==> src/mac_irq_pkg.sv <==
// Package: register map, field positions, reset values and sizes of the interrupt flag block
package mac_irq_pkg;

    // Register port geometry
    localparam int ADDR_W = 8;
    localparam int DATA_W = 32;
    localparam int LEN_W = 16;

    // Register byte offsets
    localparam logic [7:0] OFF_CTRL = 8'h00;
    localparam logic [7:0] OFF_FEAT = 8'h10;
    localparam logic [7:0] OFF_EXTC = 8'h14;

    // Control register fields
    localparam int CTRL_IEN = 0;
    localparam int CTRL_STOP = 1;
    localparam int CTRL_SRST = 2;
    localparam int CTRL_TX_IRQ_FLAG = 3;
    localparam int CTRL_SUM = 4;

    // Test and features control fields
    localparam int FEAT_APAD = 11;
    localparam int FEAT_UCMD = 7;
    localparam int FEAT_UFLAG = 6;
    localparam int FEAT_RXCC = 5;
    localparam int FEAT_RXCCM = 4;
    localparam int FEAT_TXS = 3;
    localparam int FEAT_TXSM = 2;

    // Extended control fields
    localparam int EXTC_TOKD = 15;
    localparam int EXTC_LTEN = 14;

    // Flag slots inside the flag bank
    localparam int NFLAG = 4;
    localparam int FL_USER = 0;
    localparam int FL_RXCC = 1;
    localparam int FL_TXS = 2;
    localparam int FL_TX_IRQ_FLAG = 3;

    // Reset values
    localparam logic MASK_RST = 1'b1;
    localparam logic CTL_RST = 1'b0;
    localparam logic [NFLAG-1:0] FLAG_RST = 4'h0;
    localparam logic [31:0] RDATA_RST = 32'h0000_0000;

    // Shortest frame that needs no padding, in bytes
    localparam logic [15:0] MIN_FRAME = 16'h0040;

endpackage : mac_irq_pkg

==> src/mac_irq_if.sv <==
// Interfaces: flag bank and transmit pad decision links
interface flag_if;
    import mac_irq_pkg::*;
    logic [NFLAG-1:0] set;
    logic [NFLAG-1:0] w1c;
    logic kill;
    logic [NFLAG-1:0] q;
    modport bank (input set, input w1c, input kill, output q);
    modport ctl (output set, output w1c, output kill, input q);
endinterface : flag_if

interface pad_if;
    import mac_irq_pkg::*;
    logic go;
    logic [LEN_W-1:0] len;
    logic desc_crc;
    logic dis_crc;
    logic auto_pad;
    logic done;
    logic pad;
    logic crc;
    modport dec (input go, input len, input desc_crc, input dis_crc, input auto_pad,
                 output done, output pad, output crc);
    modport ctl (output go, output len, output desc_crc, output dis_crc, output auto_pad,
                 input done, input pad, input crc);
endinterface : pad_if

==> src/mac_flag_bank.sv <==
// Sticky interrupt-cause flags: set by hardware, cleared by writing one
module mac_flag_bank
    import mac_irq_pkg::*;
(
    // Clock and reset
    input wire logic clock_i,
    input wire logic nrst_i,
    // Flag link
    flag_if.bank fl
);

    typedef struct packed {
        logic [NFLAG-1:0] flag;
    } bank_s;

    bank_s q_q;
    bank_s d_d;

    always_comb begin
        d_d = q_q;
        for (int i = 0; i < NFLAG; i++) begin
            // A set in a write-one-clear cycle survives; kill clears the flag even in a set cycle
            if (fl.kill) begin
                d_d.flag[i] = 1'b0;
            end else begin
                d_d.flag[i] = fl.set[i] | (q_q.flag[i] & ~fl.w1c[i]);
            end
        end
    end

    always_ff @(posedge clock_i) begin
        if (!nrst_i) begin
            q_q.flag <= FLAG_RST;
        end else begin
            q_q <= d_d;
        end
    end

    assign fl.q = q_q.flag;

endmodule : mac_flag_bank

==> src/mac_pad_decide.sv <==
// Per-frame decision on padding and checksum append
module mac_pad_decide
    import mac_irq_pkg::*;
(
    // Clock and reset
    input wire logic clock_i,
    input wire logic nrst_i,
    // Decision link
    pad_if.dec pd
);

    typedef struct packed {
        logic done;
        logic pad;
        logic crc;
    } dec_s;

    dec_s q_q;
    dec_s d_d;
    logic short_frame;

    always_comb begin
        short_frame = pd.len < MIN_FRAME;
        d_d = q_q;
        d_d.done = pd.go;
        if (pd.go) begin
            // Descriptor request beats the global disable
            d_d.crc = pd.desc_crc | ~pd.dis_crc;
            d_d.pad = 1'b0;
            if (pd.auto_pad && short_frame) begin
                d_d.pad = 1'b1;
                d_d.crc = 1'b1;
            end
        end
    end

    always_ff @(posedge clock_i) begin
        if (!nrst_i) begin
            q_q <= '0;
        end else begin
            q_q <= d_d;
        end
    end

    assign pd.done = q_q.done;
    assign pd.pad = q_q.pad;
    assign pd.crc = q_q.crc;

endmodule : mac_pad_decide

==> src/mac_interrupt_flag_control.sv <==
// Top: interrupt-cause flags, masks, user interrupt and pad control behind a register port
module mac_interrupt_flag_control
    import mac_irq_pkg::*;
(
    // Clock and reset
    input wire logic clock_i,
    input wire logic nrst_i,
    // Register port
    input wire logic [mac_irq_pkg::ADDR_W-1:0] addr_i,
    input wire logic [mac_irq_pkg::DATA_W-1:0] wdata_i,
    input wire logic wr_i,
    input wire logic rd_i,
    output logic [mac_irq_pkg::DATA_W-1:0] rdata_o,
    // Network events
    input wire logic tx_begin_i,
    input wire logic rx_coll_wrap_i,
    input wire logic tx_end_i,
    input wire logic tx_err_i,
    input wire logic desc_last_tx_irq_i,
    // Transmit frame checksum and pad request
    input wire logic tx_frame_valid_i,
    input wire logic [mac_irq_pkg::LEN_W-1:0] tx_frame_len_i,
    input wire logic descriptor_add_checksum_i,
    input wire logic disable_tx_checksum_i,
    output logic tx_decision_valid_o,
    output logic tx_pad_o,
    output logic tx_append_checksum_o,
    // Interrupt and status
    output logic irq_output_pin_o,
    output logic stop_pulse_o,
    output logic soft_reset_pulse_o
);

    typedef struct packed {
        logic global_irq_enable;
        logic auto_pad_transmit;
        logic user_irq_command;
        logic ucmd_prev;
        logic rx_collision_overflow_mask;
        logic tx_start_mask;
        logic tx_ok_irq_disable;
        logic last_tx_irq_enable;
        logic summary_irq_bit;
        logic irq;
        logic stop_p;
        logic srst_p;
        logic [DATA_W-1:0] rdata;
    } ctl_s;

    ctl_s q_q;
    ctl_s d_d;

    flag_if fl ();
    pad_if pd ();

    logic hit_ctrl;
    logic hit_feat;
    logic hit_extc;
    logic wr_ctrl;
    logic wr_feat;
    logic wr_extc;
    logic do_stop;
    logic do_srst;
    logic tx_irq_flag_set;
    logic summary;
    logic [NFLAG-1:0] fset;
    logic [NFLAG-1:0] fclr;
    logic [DATA_W-1:0] rd_word;

    mac_flag_bank u_flags (
        .clock_i(clock_i),
        .nrst_i(nrst_i),
        .fl(fl.bank)
    );

    mac_pad_decide u_pad (
        .clock_i(clock_i),
        .nrst_i(nrst_i),
        .pd(pd.dec)
    );

    // Decode
    always_comb begin
        hit_ctrl = addr_i == OFF_CTRL;
        hit_feat = addr_i == OFF_FEAT;
        hit_extc = addr_i == OFF_EXTC;
        wr_ctrl = wr_i & hit_ctrl;
        wr_feat = wr_i & hit_feat;
        wr_extc = wr_i & hit_extc;
        do_stop = wr_ctrl & wdata_i[CTRL_STOP];
        do_srst = wr_ctrl & wdata_i[CTRL_SRST];
    end

    // Transmit completion interrupt qualification
    always_comb begin
        tx_irq_flag_set = 1'b0;
        if (tx_end_i) begin
            if (q_q.last_tx_irq_enable) begin
                tx_irq_flag_set = desc_last_tx_irq_i | tx_err_i;
            end else if (q_q.tx_ok_irq_disable) begin
                tx_irq_flag_set = tx_err_i;
            end else begin
                tx_irq_flag_set = 1'b1;
            end
        end
    end

    // Flag set and clear sources
    always_comb begin
        fset = '0;
        fclr = '0;
        fset[FL_USER] = q_q.user_irq_command & ~q_q.ucmd_prev;
        fset[FL_RXCC] = rx_coll_wrap_i;
        fset[FL_TXS] = tx_begin_i;
        fset[FL_TX_IRQ_FLAG] = tx_irq_flag_set;
        // Ones clear, zeros leave alone
        fclr[FL_USER] = wr_feat & wdata_i[FEAT_UFLAG];
        fclr[FL_RXCC] = wr_feat & wdata_i[FEAT_RXCC];
        fclr[FL_TXS] = wr_feat & wdata_i[FEAT_TXS];
        fclr[FL_TX_IRQ_FLAG] = wr_ctrl & wdata_i[CTRL_TX_IRQ_FLAG];
    end

    assign fl.set = fset;
    assign fl.w1c = fclr;
    assign fl.kill = do_stop | do_srst;

    // Pad decision link
    assign pd.go = tx_frame_valid_i;
    assign pd.len = tx_frame_len_i;
    assign pd.desc_crc = descriptor_add_checksum_i;
    assign pd.dis_crc = disable_tx_checksum_i;
    assign pd.auto_pad = q_q.auto_pad_transmit;

    // Summary of unmasked causes
    always_comb begin
        summary = fl.q[FL_USER];
        summary = summary | (fl.q[FL_RXCC] & ~q_q.rx_collision_overflow_mask);
        summary = summary | (fl.q[FL_TXS] & ~q_q.tx_start_mask);
        summary = summary | fl.q[FL_TX_IRQ_FLAG];
    end

    // Read word assembly; reserved bits read zero
    always_comb begin
        rd_word = '0;
        case (addr_i)
            OFF_CTRL: begin
                rd_word[CTRL_IEN] = q_q.global_irq_enable;
                rd_word[CTRL_TX_IRQ_FLAG] = fl.q[FL_TX_IRQ_FLAG];
                rd_word[CTRL_SUM] = q_q.summary_irq_bit;
            end
            OFF_FEAT: begin
                rd_word[FEAT_APAD] = q_q.auto_pad_transmit;
                rd_word[FEAT_UCMD] = q_q.user_irq_command;
                rd_word[FEAT_UFLAG] = fl.q[FL_USER];
                rd_word[FEAT_RXCC] = fl.q[FL_RXCC];
                rd_word[FEAT_RXCCM] = q_q.rx_collision_overflow_mask;
                rd_word[FEAT_TXS] = fl.q[FL_TXS];
                rd_word[FEAT_TXSM] = q_q.tx_start_mask;
            end
            OFF_EXTC: begin
                rd_word[EXTC_TOKD] = q_q.tx_ok_irq_disable;
                rd_word[EXTC_LTEN] = q_q.last_tx_irq_enable;
            end
            default: begin
                rd_word = '0;
            end
        endcase
    end

    // Next state
    always_comb begin
        d_d = q_q;
        d_d.ucmd_prev = q_q.user_irq_command;
        d_d.stop_p = do_stop;
        d_d.srst_p = do_srst;
        d_d.rdata = rd_i ? rd_word : RDATA_RST;
        if (wr_ctrl) begin
            d_d.global_irq_enable = wdata_i[CTRL_IEN];
        end
        if (wr_feat) begin
            // Reserved bits written are dropped
            d_d.auto_pad_transmit = wdata_i[FEAT_APAD];
            d_d.user_irq_command = wdata_i[FEAT_UCMD];
            d_d.rx_collision_overflow_mask = wdata_i[FEAT_RXCCM];
            d_d.tx_start_mask = wdata_i[FEAT_TXSM];
            if (wdata_i[FEAT_UFLAG]) begin
                d_d.user_irq_command = 1'b0;
            end
        end
        if (wr_extc) begin
            d_d.tx_ok_irq_disable = wdata_i[EXTC_TOKD];
            d_d.last_tx_irq_enable = wdata_i[EXTC_LTEN];
        end
        if (do_stop) begin
            // Stop leaves masks and settings alone
            d_d.user_irq_command = 1'b0;
        end
        if (do_srst) begin
            d_d.global_irq_enable = CTL_RST;
            d_d.auto_pad_transmit = CTL_RST;
            d_d.user_irq_command = CTL_RST;
            d_d.rx_collision_overflow_mask = MASK_RST;
            d_d.tx_start_mask = MASK_RST;
            d_d.tx_ok_irq_disable = CTL_RST;
            d_d.last_tx_irq_enable = CTL_RST;
        end
        d_d.summary_irq_bit = summary;
        d_d.irq = q_q.global_irq_enable & summary;
    end

    always_ff @(posedge clock_i) begin
        if (!nrst_i) begin
            q_q.global_irq_enable <= CTL_RST;
            q_q.auto_pad_transmit <= CTL_RST;
            q_q.user_irq_command <= CTL_RST;
            q_q.ucmd_prev <= CTL_RST;
            q_q.rx_collision_overflow_mask <= MASK_RST;
            q_q.tx_start_mask <= MASK_RST;
            q_q.tx_ok_irq_disable <= CTL_RST;
            q_q.last_tx_irq_enable <= CTL_RST;
            q_q.summary_irq_bit <= CTL_RST;
            q_q.irq <= CTL_RST;
            q_q.stop_p <= CTL_RST;
            q_q.srst_p <= CTL_RST;
            q_q.rdata <= RDATA_RST;
        end else begin
            q_q <= d_d;
        end
    end

    // Outputs
    assign rdata_o = q_q.rdata;
    assign irq_output_pin_o = q_q.irq;
    assign stop_pulse_o = q_q.stop_p;
    assign soft_reset_pulse_o = q_q.srst_p;
    assign tx_decision_valid_o = pd.done;
    assign tx_pad_o = pd.pad;
    assign tx_append_checksum_o = pd.crc;

endmodule : mac_interrupt_flag_control

==> config.mk <==
export PLATFORM = sky130hd
export DESIGN_NAME = mac_interrupt_flag_control
export DESIGN_NICKNAME = d
export VERILOG_FILES = /design/src/mac_irq_pkg.sv /design/src/mac_irq_if.sv /design/src/mac_flag_bank.sv /design/src/mac_pad_decide.sv /design/src/mac_interrupt_flag_control.sv
export SDC_FILE = /design/constraint.sdc
export NUM_CORES = 1
export LEC_CHECK = 0
export ABC_AREA = 1
export BUFFER_PORTS_ARGS = -buffer_cell sky130_fd_sc_hd__buf_2
export CORE_MARGIN = 3
export CORE_UTILIZATION = 36
export DETAILED_ROUTE_END_ITERATION = 12
export GPL_TIMING_DRIVEN = 0
export PLACE_DENSITY = 0.76
export SYNTH_ARGS = -nofsm -noshare
export SYNTH_HDL_FRONTEND = slang
export SYNTH_SLANG_ARGS = --single-unit
==> constraint.sdc <==
create_clock -name clock_i -period 0.9 [get_ports clock_i]
set_input_delay 0.045 -clock clock_i [delete_from_list [all_inputs] [get_ports clock_i]]
set_output_delay 0.045 -clock clock_i [all_outputs]
set_load 0.005 [all_outputs]
After elaboration in Yosys (flattened, before gate mapping):

Cells that the tools add are included.

* bits in registers: 51
* latch bits: 0
* bits in writable memories: 0
* ROM bits: 0
* bits of input ports: 68
* output and inout bits: 38
* memories kept: 0

* $add $sub $neg: 0
* multiply operators: 0
* div/mod/pow operators: 0
* magnitude comparators: 1
* eq/ne operators: 2
* shifts and indexed selects: 0
* multiplexer cells: 6
* bitwise gates (word level): 36
* reductions and logical operators: 9

Operators by type and width (number)
* 1-bit AND: 17
* 8-bit by 5-bit == test with 1-bit output, second input constant: 2
* 16-bit by 7-bit < comparator with 1-bit output, second input constant: 1
* 1-bit bitwise OR: 10
* 1-bit NOT: 9
* 3-bit AND reduction: 3
* 8-bit zero test: 1
* 1-bit two-way mux: 4
* 2-bit case mux with 2 select lines: 1
* 2-bit OR reduction: 2
* 3-bit OR reduction: 1
* 2-bit two-way mux: 1
* 2-bit AND reduction: 1
* 1-bit logical AND: 1

Logic depth before layout (Yosys ltp):

Gate-level depths: netlist of run 1.

* depth in word-level cells: 6
* gate-level depth with buffers: 8
* gate-level depth less buffers: 8

Hierarchy:

A second synthesis of run 1 with hierarchy kept.

* cells, all modules: 202
* area, all modules: 1507.7 sq um

Modules (own cells, without submodules)
* mac_interrupt_flag_control: instances 1, cells each 157, area each 1192.4 sq um, seq. area each 440.4 sq um
* mac_flag_bank: instances 1, cells each 22, area each 170.2 sq um, seq. area each 80.1 sq um
* mac_pad_decide: instances 1, cells each 23, area each 145.1 sq um, seq. area each 60.1 sq um

Worst setup path after synthesis of run 1:

Ideal clock, no wire load.

* path kind: input to register
* from: input port addr_i[1] (netlist bit)
* to: register u_flags.q_q (netlist bit u_flags.fl.q[0])
* library setup time: 0.115 ns
* arrival: 0.728 ns
* required time: 0.785 ns
* setup slack: 0.058 ns
* cell stages on the path: 6
* buffers on the path: 0
* path through: nor2_2 > nand2_4 > nor2_8 > nand3_4 > nand3_2 > nor2_1

* longest elaborated chain between the ends: 6
* elaborated cells on any way between the ends: 12
* those cells by class: eq/ne: 1; bitwise: 9; reduce/logical: 2

Ends and longest elaborated chain
* from (decl): RTL line mac_interrupt_flag_control.sv:9 `input wire logic [mac_irq_pkg::ADDR_W-1:0] addr_i,`
* 8-bit by 5-bit == test with 1-bit output: RTL line mac_interrupt_flag_control.sv:85 `hit_feat = addr_i == OFF_FEAT;`
* 1-bit AND: RTL line mac_interrupt_flag_control.sv:88 `wr_feat = wr_i & hit_feat;`
* 1-bit AND: RTL line mac_interrupt_flag_control.sv:117 `fclr[FL_USER] = wr_feat & wdata_i[FEAT_UFLAG];`
* 1-bit NOT: RTL line mac_flag_bank.sv:26 `d_d.flag[i] = fl.set[i] | (q_q.flag[i] & ~fl.w1c[i]);`
* 1-bit AND: RTL line mac_flag_bank.sv:26
* 1-bit bitwise OR: RTL line mac_flag_bank.sv:26
* to (decl): RTL line mac_flag_bank.sv:16 `bank_s q_q;`

Several ways; a longest one is shown, not always the timed one.
A chain may end at the register's enable or synchronous reset.

Worst setup path after layout of run 1:

* from: register q_q (netlist bit pd.auto_pad)
* to: register u_pad.q_q (netlist bit u_pad.pd.crc)

* longest elaborated chain between the ends: 2

Ends and longest elaborated chain
* from (decl): RTL line mac_interrupt_flag_control.sv:50 `ctl_s q_q;`
* 1-bit logical AND: RTL line mac_pad_decide.sv:30 `if (pd.auto_pad && short_frame) begin`
* 2-bit two-way mux: RTL line mac_pad_decide.sv:30
* to (signal assigned): RTL line mac_pad_decide.sv:39 `q_q <= '0;`
* to (signal assigned): RTL line mac_pad_decide.sv:41 `q_q <= d_d;`
* to (decl): RTL line mac_pad_decide.sv:18 `dec_s q_q;`

No other way between the ends.

==> flow_metrics.tcl, run 1 <==
set metrics [dict create \
    cp_top_family "simple AND/OR/NAND/NOR gates" \
    critical_path_depth 7 \
    ys_types 24 \
    yosys_register_bits 29 \
    finalWirelength_um 2864 \
    clock_path_buffers 2 \
    synth_area_leaders "dfxtp_1, buf_4, nor2_1, nand3_1, nand2_1" \
    coreArea_um2 3744 \
    initial_core_util_pct 38.14 \
    clock.fmax_mhz 1132 \
    crit_path_end_kind "flip-flop" \
    rsz0062_at_grt "true" \
    worstReg2RegEnd "u_pad.pd.crc" \
    drive_gt1_share_pct 42.54 \
    crit_fanout 2 \
    grt_max_degree 11 \
    port_buffers 55 \
    synth-seq-area-share_pct 40.67 \
    cts_tree "done" \
    hpwl_um 2323 \
    required_ps 1080 \
    cts_sinks 29 \
    period_minus_slack_ps 883.4 \
    fin_crit_sh_pct 98.15 \
    cts_made_buffers 5 \
    synth.avg_cell_area_um2 7.887 \
    grt_pass1_wl_um 4416 \
    hp-class "primary input to flip-flop" \
    ys_warn_count 0 \
    clk_pin_slew_worst_paths_ps 60 \
    grt_antenna_before_repair 0 \
    synth.top_cell.area_share_pct 40.67 \
    syn_inst 181 \
    die_y_um 68.98 \
    slowest_delay_ps 320 \
    crit-reg2reg-launch "pd.auto_pad" \
    die_width_um 68.98 \
    synth_area_um2 1428 \
    firstDrtPassIters 4 \
    finalMaxSlewViolations 0 \
    worst_path_max_delay_cell "dfxtp_2" \
    endpoint "u_pad.pd.crc" \
    hold_viol 0 \
    drc 0 \
    cts-htree-levels 2 \
    diodes 0 \
    status "finished clean" \
    grt_overflow_total 0 \
    rrSetupSlack_ps 20 \
    grt_usage_pct 12.72 \
    via_per_inst 4.003 \
    leakagePower_nw 1.139 \
    worstSetupStartpointType "flip-flop" \
    cts-root-buf "clkbuf_8" \
    clk_latency_ps 280 \
    fin_cells 316 \
    wl_per_cell_um 9.063 \
    worstPathArrival_ps 1060 \
    syn_to_final_growth_pct 40.14 \
    skew_ps 6.294 \
    cp-startpoint "pd.auto_pad" \
    dr.first_iter.drc_count 34 \
    vias 1265 \
    holdWs_ps 13.10 \
    rows 22 \
    cap_viol_max_count 0 \
    layout_commonest_cell "buf_2" \
    crit_type "flip-flop to flip-flop" \
    place_inst 305 \
    crit_buf_inv 2 \
    final_cell_mix "buf_2, buf_4, dfxtp_1" \
    setup_viol 0 \
    final_net_count 335 \
    p_per_area_nw_per_um2 1500 \
    ir_drop_uv 772.0 \
    crit_path_cell_trace "inv_2 > nor2_2 > and2_1 > nand4_1 > nand3_1 > nand2_1 > inv_1" \
    die_area_um2 4758 \
    hold_depth 3 \
    io_pins 106 \
    reg2reg_depth 7 \
    ant_nets 0 \
    place_congestion 0.7816 \
    yosysTopAreaCell "dfxtp_1" \
    grt_pass1_vias 1067 \
    hold_start "rx_coll_wrap_i" \
]
## cell usage after synthesis
| cell type | n |
|---|---|
| a21boi_0 | 1 |
| a21oi_1 | 11 |
| and2_1 | 1 |
| buf_2 | 1 |
| buf_4 | 32 |
| buf_6 | 1 |
| conb_1 | 1 |
| dfxtp_1 | 29 |
| inv_1 | 20 |
| inv_2 | 1 |
| nand2_1 | 22 |
| nand2_4 | 3 |
| nand3_1 | 17 |
| nand3_2 | 2 |
| nand3_4 | 1 |
| nand4_1 | 3 |
| nor2_1 | 25 |
| nor2_2 | 3 |
| nor2_8 | 2 |
| nor3_1 | 1 |
| nor4_1 | 1 |
| o211ai_1 | 1 |
| o21ai_0 | 1 |
| o21ai_1 | 1 |
## cell type report
cell class,count,area [µm²]
inverter,21,78.83
tap,48,60.06
fill,376,1743
clock buffer,7,86.33
sequential,29,583.1
timing repair buffer,58,309.0
clock inverter,1,30.03
multi-input combinational,118,596.8
buffer,34,256.5
## what timing repair did
action | 4_1_cts | 5_1_grt
buffers inserted | 0 | 1
pin swaps | 2 | 3
hold buffers | 2 | 0
setup endpoints to repair | 1 | 5
resized for setup | 2 | 4
cloned | 0 | 0
hold endpoints to repair | 2 | 0
## worst min path at each step
| stage | end | slack (ps) |
|---|---|---|
| final | u_flags.fl.q[1] | 10 |
| after CTS | u_flags.fl.q[1] | 10 |
| after detailed placement | u_pad.pd.pad | 270 |
| after floorplan | u_pad.pd.pad | 140 |
| after global placement | u_flags.fl.q[2] | 250 |
| after global routing | pd.auto_pad | 20 |
## power breakdown
group | switching (mW) | total, mW | internal, mW
combinational | 0.150 | 0.319 | 0.169
sequential | 0.0131 | 1.32 | 1.31
clock | 0.463 | 1.36 | 0.901
total | 0.626 | 3.00 | 2.38
## state kept, by name (all words and copies together) (netlist names)
register and cells:
d_d 1, irq_output_pin_o 1, pd.auto_pad 1, q_q 7, rdata_o 10, soft_reset_pulse_o 1
stop_pulse_o 1, u_flags.fl.q 4, u_pad.pd.crc 1, u_pad.pd.done 1, u_pad.pd.pad 1
## layer usage
layer	vias to the layer above	track usage, %	share of wire, %
met1	524	14.48	41
met4	0	5.109	1.5
li1	687	-	-
met2	48	20.71	48
met5	-	0	0
met3	6	5.673	10
## worst reg2reg max path: stages (launching register included)
cell	delay, ps
dfxtp_2	320
inv_2	50
nor2_2	30
and2_1	120
nand4_1	90
nand3_1	80
nand2_1	60
inv_1	30
## cell families after synthesis
| logic type | synth area share (%) |
|---|---|
| and+or+nand+nor | 29.97 |
| buffers and inverters | 23.49 |
| DFF | 40.67 |
| AOI/OAI and AO/OA | 5.609 |
| other | 0.2627 |
## per-stage QoR
step / area (µm²) / worst slack, ps / util [%] / total power [mW] / TNS (ps)
floorplan: 1506 / 57.54 / - / 1.527 / 0
global placement: 1842 / -150.8 / 49.20 / 1.647 / -1560
detailed placement: 1842 / -197.6 / 49.20 / 1.655 / -2146
CTS: 1979 / -31.64 / 52.87 / 3.028 / -31.64
global route: 2001 / -75.64 / 53.44 / 3.151 / -138.2
finish: 2001 / 16.63 / 53.44 / 3.002 / 0
No activity file was read; power rests on OpenSTA's default activity.
==> run 2: changes to the inputs <==
==> constraint.sdc (replaced) <==
create_clock -name clock_i -period 0.8 [get_ports clock_i]
set_input_delay 0.04 -clock clock_i [delete_from_list [all_inputs] [get_ports clock_i]]
set_output_delay 0.04 -clock clock_i [all_outputs]
set_load 0.005 [all_outputs]
==> run 2 against run 1 <==
The flow now finishes with violations (setup timing). Wire length grew 11%. Largest cell class unchanged. Final cell count shrank 0.95%. Global-route usage shrank 0.31 points. Maximum frequency grew 0.27%. Critical path depth is the same. Die area is the same. Via count grew 2.1%. Combinational power grew 23%. Clock-buffer cell count is the same.
==> flow_metrics.tcl, run 2 (synthesis results as in run 1) <==
set metrics [dict create \
    cts_tree "done" \
    cts-htree-levels 2 \
    drive_gt1_share_pct 44.91 \
    diodes 0 \
    holdWs_ps 26.34 \
    placed_area_um2 1851 \
    firstDrtPassIters 4 \
    hold_viol 0 \
    fill_cells 365 \
    pwr-share-clk_pct 38.4 \
    die_width_um 68.98 \
    wl_per_cell_um 10.18 \
    final_net_count 333 \
    cts_sinks 29 \
    place_congestion 0.8035 \
    fin_crit_sh_pct 110.1 \
    dr.first_iter.drc_count 52 \
    clock_path_buffers 2 \
    via_per_inst 4.125 \
    hp-class "primary input to flip-flop" \
    preCtsSetupSlack_ps -247.6 \
    setup_viol 4 \
    ir_drop_uv 874.7 \
    worstPathArrival_ps 1060 \
    regArea_um2 585.6 \
    slowest_delay_ps 330 \
    crit_fanout 2 \
    grt_pass1_vias 1032 \
    p_sw_mw 0.6934 \
    grt_usage_pct 12.41 \
    drc 0 \
    period_minus_slack_ps 881.0 \
    crit_path_end_kind "flip-flop" \
    syn_to_final_growth_pct 43.73 \
    cts_made_buffers 5 \
    finalWirelength_um 3185 \
    clock.fmax_mhz 1135 \
    grt_pass1_wl_um 4305 \
    rsz0062_at_grt "true" \
    vias 1291 \
    finalMaxSlewViolations 0 \
    worst_path_max_delay_cell "dfxtp_2" \
    clk_latency_ps 270 \
    coreArea_um2 3744 \
    grt_overflow_total 0 \
    grt_antenna_before_repair 0 \
    skew_ps 6.511 \
    grt_max_degree 11 \
    cts-root-buf "clkbuf_8" \
    crit_path_cell_trace "inv_2 > nor2_1 > and2_1 > nand4_1 > nand3_1 > nand2_1 > inv_1" \
    worstSetupStartpointType "flip-flop" \
    status "complete, but fails checks" \
    hpwl_um 2339 \
    initial_core_util_pct 38.14 \
    final_cell_mix "buf_2, buf_4, dfxtp_1" \
    crit_buf_inv 2 \
    required_ps 980 \
    die_y_um 68.98 \
    largest_reg_flops 10 \
    rows 22 \
    seqPwrFrac_pct 48.7 \
    cap_viol_max_count 0 \
    port_buffers 55 \
    die_area_um2 4758 \
    layout_commonest_cell "buf_2" \
    multiInputGateArea_um2 639.4 \
    leakagePower_nw 1.124 \
    p_per_area_nw_per_um2 1486 \
    design_area_um2 2052 \
    ant_nets 0 \
    clk_pin_slew_worst_paths_ps 60 \
    p_sw_share_pct 22.74 \
    cp_top_family "simple AND/OR/NAND/NOR gates" \
    intPower_mw 2.356 \
    power.share.combinational_pct 12.9 \
    crit_type "flip-flop to flip-flop" \
    violations "setup timing" \
    fin_ws_ps -81.01 \
    io_pins 106 \
]
[run 2: cell types whose count changed in the layout (fill, tap and decap cells not counted), moves of 2 or more]
cell	change
dfxtp_1	-2
inv_1	-4
nor2_4	+3
buf_6	+9
nand2_1	-2
buf_4	-4
nor2_2	-2
inv_2	+4
dfxtp_2	+2
buf_2	-9
[run 2: per-stage QoR]
stage | power [mW] | setup TNS, ps | utilization, % | cells
after global routing | 3.198 | -717.7 | 54.81 | 313
after global placement | 1.860 | -3181 | 49.43 | 305
after CTS | 3.048 | -201.1 | 52.87 | 307
after floorplan | 1.721 | -80.46 | - | 202
after detailed placement | 1.865 | -3399 | 49.43 | 305
final | 3.050 | -255.7 | 54.81 | 313
[run 2: cell type report]
type / instances / share of cell area, %
flip-flops and latches: 29 / 28.54
plain buffers: 24 / 8.841
well taps: 48 / 2.927
clock buffers: 7 / 4.207
repair buffers: 65 / 20.49
multi-input cells: 119 / 31.16
inverters: 21 / 3.841
[run 2: final timing paths]
check         startpoint           end  slack (ps)  depth (start not counted)
max          pd.auto_pad  u_pad.pd.crc         -80                          7
min           wdata_i[4]       q_q[39]          30                          3
max reg2reg  pd.auto_pad  u_pad.pd.crc         -80                          7
min reg2reg      d_d[40]       q_q[40]         450                          2
[run 2: repair_timing]
action,4_1_cts,5_1_grt
pin swaps,3,6
buffers inserted,2,5
hold buffers,3,0
gates cloned,0,1
gates resized for setup,16,8
setup endpoints to repair,15,11
hold endpoints to repair,3,0
[run 2: layer usage]
| metal | GRT usage, % | share of wire [%] | vias to the layer above |
|---|---|---|---|
| li1 | - | - | 684 |
| met1 | 14.65 | 41 | 556 |
| met2 | 20.00 | 49 | 46 |
| met3 | 4.538 | 8.0 | 5 |
| met4 | 5.596 | 1.5 | 0 |
| met5 | 0 | 0 | - |
[run 2: power groups by stage]
stage               logic (mW)  registers, mW  clock network [mW]
finish                   0.393           1.48                1.17
global route             0.439           1.49                1.27
CTS                      0.369           1.48                1.20
detailed placement       0.352           1.51                   0
global placement         0.348           1.51                   0
floorplan                0.209           1.51                   0
[run 2: tightest hold or removal path, cell delays in order]
cell and delay (ps):
buf_2 80, nand3_1 70, nand3_1 80
==> run 3: changes to the inputs <==
--- a/config.mk
+++ b/config.mk
@@ -5,7 +5,8 @@
 export SDC_FILE = /design/constraint.sdc
 export NUM_CORES = 1
 export LEC_CHECK = 0
-export ABC_AREA = 1
+export ABC_AREA = 0
+export ABC_CLOCK_PERIOD_IN_PS = 800
 export BUFFER_PORTS_ARGS = -buffer_cell sky130_fd_sc_hd__buf_2
 export CORE_MARGIN = 3
 export CORE_UTILIZATION = 36
==> run 3 against run 2 <==
The flow finishes with violations (hold timing, setup timing). Non-clock buffer count is 8 higher. Final area rose by 9.9%. Critical path type is now primary input to flip-flop. Setup slack got worse by 360 ps. Via count up 2.2%. Sequential power hardly changed. Hold slack got worse by 28 ps. Critical endpoint is now u_flags.fl.q[3]. Flip-flop and latch count unchanged. Clock power is essentially flat. Highest routed layer unchanged.
==> flow_metrics.tcl, run 3 <==
set metrics [dict create \
    hold_viol 1 \
    yosysTopAreaCell "dfxtp_1" \
    grt_usage_pct 16.37 \
    violations "hold timing, setup timing" \
    final_cell_mix "buf_2, buf_4, dfxtp_1" \
    ys_types 33 \
    grt_pass1_vias 1151 \
    via_per_inst 4.552 \
    drive_gt1_share_pct 49.59 \
    coreArea_um2 3744 \
    p_sw_share_pct 23.79 \
    cts_tree "done" \
    intPower_mw 2.416 \
    pwr-share-clk_pct 38.0 \
    power.share.combinational_pct 15.2 \
    cts-htree-levels 2 \
    rows 22 \
    crit_type "primary input to flip-flop" \
    synth.most_common_cell "buf_4" \
    drc 0 \
    regArea_um2 584.3 \
    period_minus_slack_ps 1236 \
    leakagePower_nw 1.070 \
    clk_latency_ps 280 \
    wl_per_cell_um 12.72 \
    crit_fanout 6 \
    fin_ws_ps -436.1 \
    holdWs_ps -2.146 \
    initial_core_util_pct 38.00 \
    hp-class "primary input to flip-flop" \
    multiInputGateArea_um2 735.7 \
    p_per_area_nw_per_um2 1406 \
    place_congestion 0.8383 \
    grt_pass1_wl_um 5513 \
    die_y_um 68.86 \
    diodes 0 \
    skew_ps 6.050 \
    finalWirelength_um 3688 \
    rrSetupSlack_ps -280 \
    layout_commonest_cell "buf_2" \
    cts-root-buf "clkbuf_8" \
    status "complete, but fails checks" \
    grt_antenna_before_repair 0 \
    relSlewSlack_pct 59.98 \
    clk_pin_slew_worst_paths_ps 60 \
    die_area_um2 4742 \
    cap_viol_max_count 0 \
    final_net_count 310 \
    fin_crit_sh_pct 154.5 \
    syn_to_final_growth_pct 58.49 \
    cts_sinks 29 \
    die_width_um 68.86 \
    p_sw_mw 0.7540 \
    synth_common_cells "buf_4, dfxtp_1, inv_1" \
    crit_path_end_kind "flip-flop" \
    required_ps 950 \
    p_total_mw 3.170 \
    synth_area_um2 1423 \
    firstDrtPassIters 4 \
    hpwl_um 2415 \
    synth_area_leaders "dfxtp_1, buf_4, and2_1, inv_1, a21oi_1" \
    syn_inst 155 \
    synth.avg_cell_area_um2 9.178 \
    seqPwrFrac_pct 46.8 \
    setup_viol 25 \
    io_pins 106 \
    worstSetupStartpointType "primary input" \
    rsz0062_at_grt "true" \
    port_buffers 56 \
    ant_nets 0 \
    ys_warn_count 0 \
    clock.fmax_mhz 809.0 \
    ys_async_sr_fraction_pct 0 \
    ir_drop_uv 757.7 \
    vias 1320 \
    synth-edff-count 0 \
    clock_path_buffers 2 \
    largest_reg_flops 10 \
    grt_max_degree 11 \
    yosys_register_bits 29 \
    cts_made_buffers 5 \
    synth.top_cell.area_share_pct 40.81 \
    worstPathArrival_ps 1390 \
    ys.flop_type "dfxtp_1" \
    worst_slew_pin_slew_ps 594.7 \
    dr.first_iter.drc_count 57 \
    synth-seq-area-share_pct 40.81 \
    fill_cells 335 \
    finalMaxSlewViolations 0 \
    grt_overflow_total 0 \
]
[run 3: changes by cell type in the layout (fill, tap and decap cells not counted), sizes merged, moves of 3 or more]
cell and delta:
nand2 -24, nor2 -24, nand3 -20, and2 +8, inv -8, o41ai +6
clkbuf +5, a21oi -4, nor3 +4, o31ai +4, a31oi +3, nor2b +3
nor4b +3, or4 +3
[run 3: repair_timing]
item	in CTS	in global routing
pin swaps	11	3
resized for setup	40	9
buffers inserted	7	1
hold endpoints to repair	5	0
hold buffers	5	0
endpoints found under the setup margin	37	26
cloned	2	0
[run 3: path summary, 6_finish.rpt]
kind,startpoint,endpoint,cells past startpoint
hold reg to reg,q_q[37],rdata_o[15],2
hold / removal,wdata_i[1],stop_pulse_o,2
setup / recovery,addr_i[3],u_flags.fl.q[3],5
setup reg to reg,q_q[39],irq_output_pin_o,3
[run 3: final cells by class]
type,instances,share of cell area [%]
Inverter,13,2.164
Sequential cell,29,25.92
Buffer,26,9.489
Clock buffer,7,3.829
Tap cell,48,2.664
Timing Repair Buffer,71,23.31
Multi-Input combinational cell,96,32.63
[run 3: cells by family after synthesis]
| logic type | count (synthesis) | synth area share [%] |
|---|---|---|
| DFF | 29 | 40.81 |
| AOI/OAI and AO/OA | 30 | 17.24 |
| buffers and inverters | 51 | 22.69 |
| other | 1 | 0.2636 |
| and+or+nand+nor | 44 | 19.00 |
[run 3: worst max-delay path, cell delays in order]
cell       delay [ps]
buf_6              90
or4_4             610
clkbuf_16         200
o41ai_2           320
a21oi_1           120
[run 3: layer usage]
layer / up-vias / wire length (µm) / GRT usage [%]
met1: 586 / 1418 / 18.25
met2: 57 / 1946 / 28.69
met4: 0 / 45 / 6.326
met5: - / 0 / 0
met3: 7 / 277 / 5.348
li1: 670 / - / -
[run 3: power groups by stage]
stage          Sequential [mW]  Clock, mW  Combinational (mW)
2_1_floorplan             1.51          0               0.207
3_3_place_gp              1.51          0               0.357
3_5_place_dp              1.51          0               0.360
4_1_cts                   1.48       1.21               0.456
5_1_grt                   1.48       1.30               0.531
6_report                  1.48       1.20               0.482
[run 3: per-stage QoR]
| step | setup WS (ps) | instance area, µm² | utilization, % | setup TNS, ps | cells |
|---|---|---|---|---|---|
| global placement | -958.4 | 1866 | 49.83 | -17460 | 280 |
| CTS | -389.6 | 2216 | 59.19 | -7443 | 289 |
| global route | -446.1 | 2255 | 60.23 | -8632 | 290 |
| floorplan | -592.9 | 1525 | - | -10460 | 176 |
| detailed placement | -999.7 | 1866 | 49.83 | -17850 | 280 |
| finish | -436.1 | 2255 | 60.23 | -7738 | 290 |
